### config.mk
export PLATFORM = sky130hd
export DESIGN_NAME = ipcb_bank
export DESIGN_NICKNAME = d
export VERILOG_FILES = /design/src/rtl/ipcb_pkg.sv /design/src/rtl/ipcb_bank.sv /design/src/rtl/ipcb_slot_store.sv
export VERILOG_INCLUDE_DIRS = /design/src /design/src/rtl
export SDC_FILE = /design/constraint.sdc
export NUM_CORES = 1
export LEC_CHECK = 0
export ABC_AREA = 1
export ABC_CLOCK_PERIOD_IN_PS = 3780
export BUFFER_PORTS_ARGS = -buffer_cell sky130_fd_sc_hd__clkbuf_2
export CORE_ASPECT_RATIO = 0.9
export CORE_MARGIN = 2
export CORE_UTILIZATION = 51
export CTS_CLUSTER_DIAMETER = 200
export CTS_CLUSTER_SIZE = 28
export DETAILED_ROUTE_END_ITERATION = 8
export GPL_TIMING_DRIVEN = 0
export PLACE_DENSITY = 0.79
export SYNTH_ARGS = -nofsm -noshare
export SYNTH_HDL_FRONTEND = slang
export SYNTH_HIERARCHICAL = 1
export SYNTH_SLANG_ARGS = --single-unit
### constraint.sdc
create_clock -name mclk_in -period 3.78 [get_ports mclk_in]
set_input_delay 0.567 -clock mclk_in [delete_from_list [all_inputs] [get_ports mclk_in]]
set_output_delay 0.567 -clock mclk_in [all_outputs]
set_load 0.1 [all_outputs]
### src/rtl/ipcb_params.svh
// constants for the interrupt priority control bank
`ifndef IPCB_PARAMS_SVH
`define IPCB_PARAMS_SVH
`define IPCB_CTRL_OFFSET 4'h0
`define IPCB_STATUS_OFFSET 4'h4
`define IPCB_NUM_SLOTS 4
`define IPCB_SLOT_STRIDE 8
`define IPCB_LEVEL_LSB 2
`define IPCB_SUBLEVEL_LSB 0
`define IPCB_LEVEL_RESET 3'h0
`define IPCB_SUBLEVEL_RESET 2'h0
`define IPCB_RESP_OKAY 2'h0
`define IPCB_RESP_SLVERR 2'h2
`endif

### src/rtl/ipcb_pkg.sv
// types for the interrupt priority control bank
package ipcb_pkg;
   typedef logic [2:0] ipcb_level_t;
   typedef logic [1:0] ipcb_sublevel_t;
   typedef struct packed {
      ipcb_level_t level;
      ipcb_sublevel_t sublevel;
   } ipcb_slot_s;
   typedef struct packed {
      logic awvalid;
      logic [3:0] awaddr;
      logic wvalid;
      logic [31:0] wdata;
      logic [3:0] wstrb;
      logic bready;
      logic arvalid;
      logic [3:0] araddr;
      logic rready;
   } ipcb_axi_req_s;
   typedef struct packed {
      logic awready;
      logic wready;
      logic bvalid;
      logic [1:0] bresp;
      logic arready;
      logic rvalid;
      logic [31:0] rdata;
      logic [1:0] rresp;
   } ipcb_axi_rsp_s;
endpackage : ipcb_pkg

### src/rtl/ipcb_bank.sv
// interrupt priority control bank with an axi4-lite register slave
`timescale 1ns/1ns
`include "ipcb_params.svh"
//
// Behaviour
// - 3-bit level 1..7; zero disables source
// - 2-bit sublevel equals field value 0..3
// - top three bits per byte read zero
// - slot three at bits 28:26, 25:24
// - slot two at bits 20:18, 17:16
// - slot one at bits 12:10, 9:8
// - slot zero at 4:2, 1:0; 7:5 zero
module ipcb_bank
   import ipcb_pkg::*;
(
   // clock, reset, enable
   input wire logic mclk_in,
   input wire logic rst_b_in,
   input wire logic ce_in,
   // axi4-lite slave
   input wire logic s_awvalid_in,
   input wire logic [3:0] s_awaddr_in,
   input wire logic s_wvalid_in,
   input wire logic [31:0] s_wdata_in,
   input wire logic [3:0] s_wstrb_in,
   input wire logic s_bready_in,
   input wire logic s_arvalid_in,
   input wire logic [3:0] s_araddr_in,
   input wire logic s_rready_in,
   output logic s_awready_out,
   output logic s_wready_out,
   output logic s_bvalid_out,
   output logic [1:0] s_bresp_out,
   output logic s_arready_out,
   output logic s_rvalid_out,
   output logic [31:0] s_rdata_out,
   output logic [1:0] s_rresp_out,
   // per-slot settings for the arbiter
   output logic [3:0] slot_enabled_out,
   output logic [11:0] slot_level_out,
   output logic [7:0] slot_sublevel_out
);
   // ------------------------------------------------------------
   // reset release
   // ------------------------------------------------------------
   logic [1:0] rst_sync_ff;
   logic rst_b;

   always_ff @(posedge mclk_in or negedge rst_b_in) begin
      if (!rst_b_in) begin
         rst_sync_ff <= 2'h0;
      end else begin
         rst_sync_ff <= {rst_sync_ff[0], 1'b1};
      end
   end
   assign rst_b = rst_sync_ff[1];

   // ------------------------------------------------------------
   // bus state
   // ------------------------------------------------------------
   typedef struct packed {
      logic aw_held;
      logic [3:0] awaddr;
      logic w_held;
      logic [31:0] wdata;
      logic [3:0] wstrb;
      logic bvalid;
      logic [1:0] bresp;
      logic rvalid;
      logic [31:0] rdata;
      logic [1:0] rresp;
      logic [3:0] en;
      logic [11:0] lvl;
      logic [7:0] sub;
      logic awready;
      logic wready;
      logic arready;
   } ipcb_bus_s;

   // readies are held as flops of their own so that every bus output comes straight from a flop
   localparam ipcb_bus_s bus_rst = '{awready: 1'b1, wready: 1'b1, arready: 1'b1, default: '0};

   ipcb_bus_s st_ff;
   ipcb_bus_s nxt_st;
   ipcb_slot_s [3:0] slots;
   logic [31:0] word;
   logic wr_go;
   logic [3:0] wr_strb;

   // word select uses bits 3:2 of the byte address
   localparam logic [3:0] ctrl_addr = `IPCB_CTRL_OFFSET;
   localparam logic [3:0] status_addr = `IPCB_STATUS_OFFSET;

   ipcb_slot_store u_store (
      .clk_in(mclk_in),
      .rst_b_in(rst_b),
      .ce_in(ce_in),
      .wr_en_in(wr_go),
      .wr_data_in(st_ff.wdata),
      .wr_strb_in(wr_strb),
      .slots_out(slots),
      .rd_word_out(word)
   );

   // write fires once address and data are both held and no response is pending
   assign wr_go = st_ff.aw_held && st_ff.w_held && !st_ff.bvalid;
   assign wr_strb = (st_ff.awaddr[3:2] == ctrl_addr[3:2]) ? st_ff.wstrb : 4'h0;

   always_comb begin
      nxt_st = st_ff;
      if (ce_in) begin
         if (s_awvalid_in && !st_ff.aw_held) begin
            nxt_st.aw_held = 1'b1;
            nxt_st.awaddr = s_awaddr_in;
         end
         if (s_wvalid_in && !st_ff.w_held) begin
            nxt_st.w_held = 1'b1;
            nxt_st.wdata = s_wdata_in;
            nxt_st.wstrb = s_wstrb_in;
         end
         if (wr_go) begin
            nxt_st.aw_held = 1'b0;
            nxt_st.w_held = 1'b0;
            nxt_st.bvalid = 1'b1;
            // status word is read only; writes there and unmapped writes are refused
            nxt_st.bresp = (st_ff.awaddr[3:2] == ctrl_addr[3:2]) ?
                           `IPCB_RESP_OKAY : `IPCB_RESP_SLVERR;
         end
         if (st_ff.bvalid && s_bready_in) begin
            nxt_st.bvalid = 1'b0;
         end
         if (s_arvalid_in && !st_ff.rvalid) begin
            nxt_st.rvalid = 1'b1;
            nxt_st.rresp = `IPCB_RESP_OKAY;
            unique case (s_araddr_in[3:2])
               ctrl_addr[3:2]: nxt_st.rdata = word;
               status_addr[3:2]: nxt_st.rdata = {28'h0, st_ff.en};
               default: begin
                  nxt_st.rdata = 32'h0;
                  nxt_st.rresp = `IPCB_RESP_SLVERR;
               end
            endcase
         end else if (st_ff.rvalid && s_rready_in) begin
            nxt_st.rvalid = 1'b0;
         end
         for (int i = 0; i < `IPCB_NUM_SLOTS; i++) begin
            nxt_st.en[i] = (slots[i].level != `IPCB_LEVEL_RESET);
            nxt_st.lvl[i*3 +: 3] = slots[i].level;
            nxt_st.sub[i*2 +: 2] = slots[i].sublevel;
         end
         nxt_st.awready = !nxt_st.aw_held;
         nxt_st.wready = !nxt_st.w_held;
         nxt_st.arready = !nxt_st.rvalid;
      end
   end

   always_ff @(posedge mclk_in or negedge rst_b) begin
      if (!rst_b) begin
         st_ff <= bus_rst;
      end else begin
         st_ff <= nxt_st;
      end
   end

   // ------------------------------------------------------------
   // outputs
   // ------------------------------------------------------------
   assign s_awready_out = st_ff.awready;
   assign s_wready_out = st_ff.wready;
   assign s_bvalid_out = st_ff.bvalid;
   assign s_bresp_out = st_ff.bresp;
   assign s_arready_out = st_ff.arready;
   assign s_rvalid_out = st_ff.rvalid;
   assign s_rdata_out = st_ff.rdata;
   assign s_rresp_out = st_ff.rresp;
   assign slot_enabled_out = st_ff.en;
   assign slot_level_out = st_ff.lvl;
   assign slot_sublevel_out = st_ff.sub;
endmodule : ipcb_bank

### src/rtl/ipcb_slot_store.sv
// storage for the four slot fields of the priority control word
`timescale 1ns/1ns
`include "ipcb_params.svh"
module ipcb_slot_store
   import ipcb_pkg::*;
(
   // clock, reset and enable
   input wire logic clk_in,
   input wire logic rst_b_in,
   input wire logic ce_in,
   // write port
   input wire logic wr_en_in,
   input wire logic [31:0] wr_data_in,
   input wire logic [3:0] wr_strb_in,
   // read port
   output ipcb_slot_s [3:0] slots_out,
   output logic [31:0] rd_word_out
);
   typedef struct packed {
      ipcb_slot_s [3:0] slots;
      logic [31:0] word;
   } ipcb_store_s;

   ipcb_store_s state_ff;
   ipcb_store_s nxt_state;

   always_comb begin
      nxt_state = state_ff;
      if (ce_in) begin
         for (int i = 0; i < `IPCB_NUM_SLOTS; i++) begin
            if (wr_en_in && wr_strb_in[i]) begin
               nxt_state.slots[i].level =
                  wr_data_in[i*`IPCB_SLOT_STRIDE + `IPCB_LEVEL_LSB +: 3];
               nxt_state.slots[i].sublevel =
                  wr_data_in[i*`IPCB_SLOT_STRIDE + `IPCB_SUBLEVEL_LSB +: 2];
            end
         end
         for (int i = 0; i < `IPCB_NUM_SLOTS; i++) begin
            // upper three bits of each byte are not stored at all
            nxt_state.word[i*8 +: 8] = {3'h0, nxt_state.slots[i].level,
                                        nxt_state.slots[i].sublevel};
         end
      end
   end

   always_ff @(posedge clk_in or negedge rst_b_in) begin
      if (!rst_b_in) begin
         state_ff <= '0;
      end else begin
         state_ff <= nxt_state;
      end
   end

   assign slots_out = state_ff.slots;
   assign rd_word_out = state_ff.word;
endmodule : ipcb_slot_store

==> results.json <==
{
  "cp.arrival_ps": 1400,
  "numPortBuffers": 98,
  "io_pins": 117,
  "rows": 35,
  "drt_pass1_iterations": 8,
  "placed_area_sq_mm": 0.00617,
  "finalMaxSlewViolations": 0,
  "final_cell_count_no_fill": 882,
  "crit_cells": 2,
  "gp_congestion": 0.809,
  "finalInstanceArea_sq_mm": 0.00680,
  "via_per_inst": 4.80,
  "violations": "design-rule violations",
  "crit_family": "buffers and inverters",
  "area_delta_synth_final_pct": 24.8,
  "outcome": "finished with violations",
  "crit_chain": "buf_4, clkbuf_2",
  "cts-root-buf": "clkbuf_16",
  "hold_viol": 0,
  "num_antenna_cells": 0,
  "ant_nets": 0,
  "combPwrFrac": 0.430,
  "pwr-share-clk": 0.262,
  "relSlewSlack": 0.602,
  "worst-path-max-fanout": 3,
  "nets": 792,
  "reg2reg_depth": 5,
  "cts_tree": "yes",
  "routed_wl_mm": 12.0,
  "core_area_sq_mm": 0.0103,
  "hpwl_mm": 8.36,
  "clk_transition_reported_paths_ps": 50,
  "rrSetupSlack_ps": 2180,
  "regArea_sq_mm": 0.00284,
  "cp-end-kind": "output pin",
  "max-cap-violations": 0,
  "p_per_area_mw_per_mm2": 921,
  "cts_htree_levels": 4,
  "r2r_end": "u_store/slots_out[10]",
  "reg2reg_from": "st_ff[105]",
  "swShare": 0.453,
  "rsz0062_at_grt": "false",
  "initial_utilization": 0.527,
  "fillers": 819,
  "cts_resized": 0,
  "clk_latency_ps": 410,
  "wl_per_cell_um": 13.6,
  "path_buf_inv": 2,
  "timing.fmax_ghz": 0.509,
  "setup-tns-final_ps": 0,
  "tightest_slew_ps": 597,
  "dieArea_sq_mm": 0.0115,
  "skew_ps": 9.58,
  "drc": 8,
  "fp.dieW_um": 113,
  "drt_iter0_markers": 226,
  "crit_path_top_delay_cell": "clkbuf_2",
  "clock_sinks": 113,
  "crit_path_end": "slot_enabled_out[1]",
  "grt_util_all_layers": 0.218,
  "avgSynthCellArea_sq_um": 8.94,
  "ys_warn_count": 6,
  "clk_path_buf_depth": 2,
  "post-route-period-util": 0.519,
  "ir_drop_mv": 0.398,
  "p_int_uw": 3420,
  "grt_pass1_vias": 4071,
  "drive_above_1_share": 0.369,
  "hold_path_class": "reg2async",
  "p_leak_uw": 0.00380,
  "critPathLaunch": "slot_enabled_out[1]",
  "syn_area_sq_mm": 0.00545,
  "setup_violations": 0,
  "syn-instance-count": 609,
  "period_needed_ps": 1960,
  "crit_required_ps": 3210,
  "post-route-util": 0.658,
  "placed_cells": 849,
  "multi_input_area_sq_mm": 0.00160,
  "grt_max_degree": 70,
  "grt_pass1_wl_mm": 19.6,
  "post-cts-setup-buffer-count": 0,
  "post-place-ws_ps": 2160,
  "numCtsBuffers": 17,
  "start_kind": "flop",
  "timing.final.ws_setup_ps": 1820,
  "antenna_found_initial": 0,
  "cp_slowest_stage_delay_ps": 450,
  "worstSetupPathType": "reg2out",
  "postCtsHoldBufs": 1,
  "pwr-share-seq": 0.307,
  "die_h_um": 102,
  "p_switching_uw": 2830,
  "vias": 4231,
  "globalRoute.totalOverflow": 0
}
[cell type report]
cell class,instances,area share
Clock buffer,28,0.0760
Multi-Input combinational cell,351,0.235
Clock inverter,4,0.0140
Sequential cell,113,0.417
Inverter,39,0.0215
Buffer,118,0.134
Tap cell,129,0.0238
Timing Repair Buffer,100,0.0777
[power groups by stage]
stage                     sequential (uW)  combinational, uW  clock [uW]
after floorplan                      1960               2200           0
after global placement               1920               2610           0
after detailed placement             1920               2670           0
after CTS                            1910               2700        1650
after global routing                 1960               2840        1700
final                                1920               2690        1640
[cells in the final DEF, fill, tap and decap left out, drive strengths merged]
master,n
a21oi,5
buf,119
bufinv,3
clkbuf,126
clkinv,1
conb,15
dfrtp,110
dfstp,3
dlygate4sd3,1
inv,39
nand2,208
nand3,14
nand3b,1
nand4,20
nor2,29
o21ai,58
or2,1
[routing by layer]
metal	vias to the layer above	global-route usage	part of all wire
met5	-	0	0
met4	0	0.0685	0.016
met3	21	0.0534	0.060
met2	133	0.357	0.48
met1	2003	0.291	0.44
li1	2074	-	-
[worst reg2reg max path, cell delays in order, from the launching register on]
cell     delay, ps
dfrtp_1        370
or2_2          350
nor2_1         340
nand3_1        260
nand2_1        120
nand2_1         50
[per-stage QoR]
step,hold WS (ps),total power [uW]
2_1_floorplan,271,4160
6_report,332,6260
5_1_grt,358,6510
4_1_cts,357,6270
3_3_place_gp,337,4530
3_5_place_dp,345,4590
[registers in the layout, summed over array words and instances (netlist names), 2 cells and up]
name,flops
slot_level_out,12
st_ff,28
slot_enabled_out,4
u_store/slots_out,13
u_store/rd_word_out,7
slot_sublevel_out,8
s_rdata_out,32
rst_sync_ff,2
[how the worst min path moves through the flow]
| stage | end | slack, ps | cells after the start |
|---|---|---|---|
| 6_report | st_ff[89] | 330 | 0 |
| 5_1_grt | rst_sync_ff[1] | 360 | 0 |
| 4_1_cts | st_ff[89] | 360 | 0 |
| 3_5_place_dp | rst_sync_ff[1] | 340 | 0 |
| 3_3_place_gp | rst_sync_ff[1] | 340 | 0 |
| 2_1_floorplan | rst_sync_ff[0] | 270 | 0 |
Note: power is estimated with default switching activity, not from simulation.
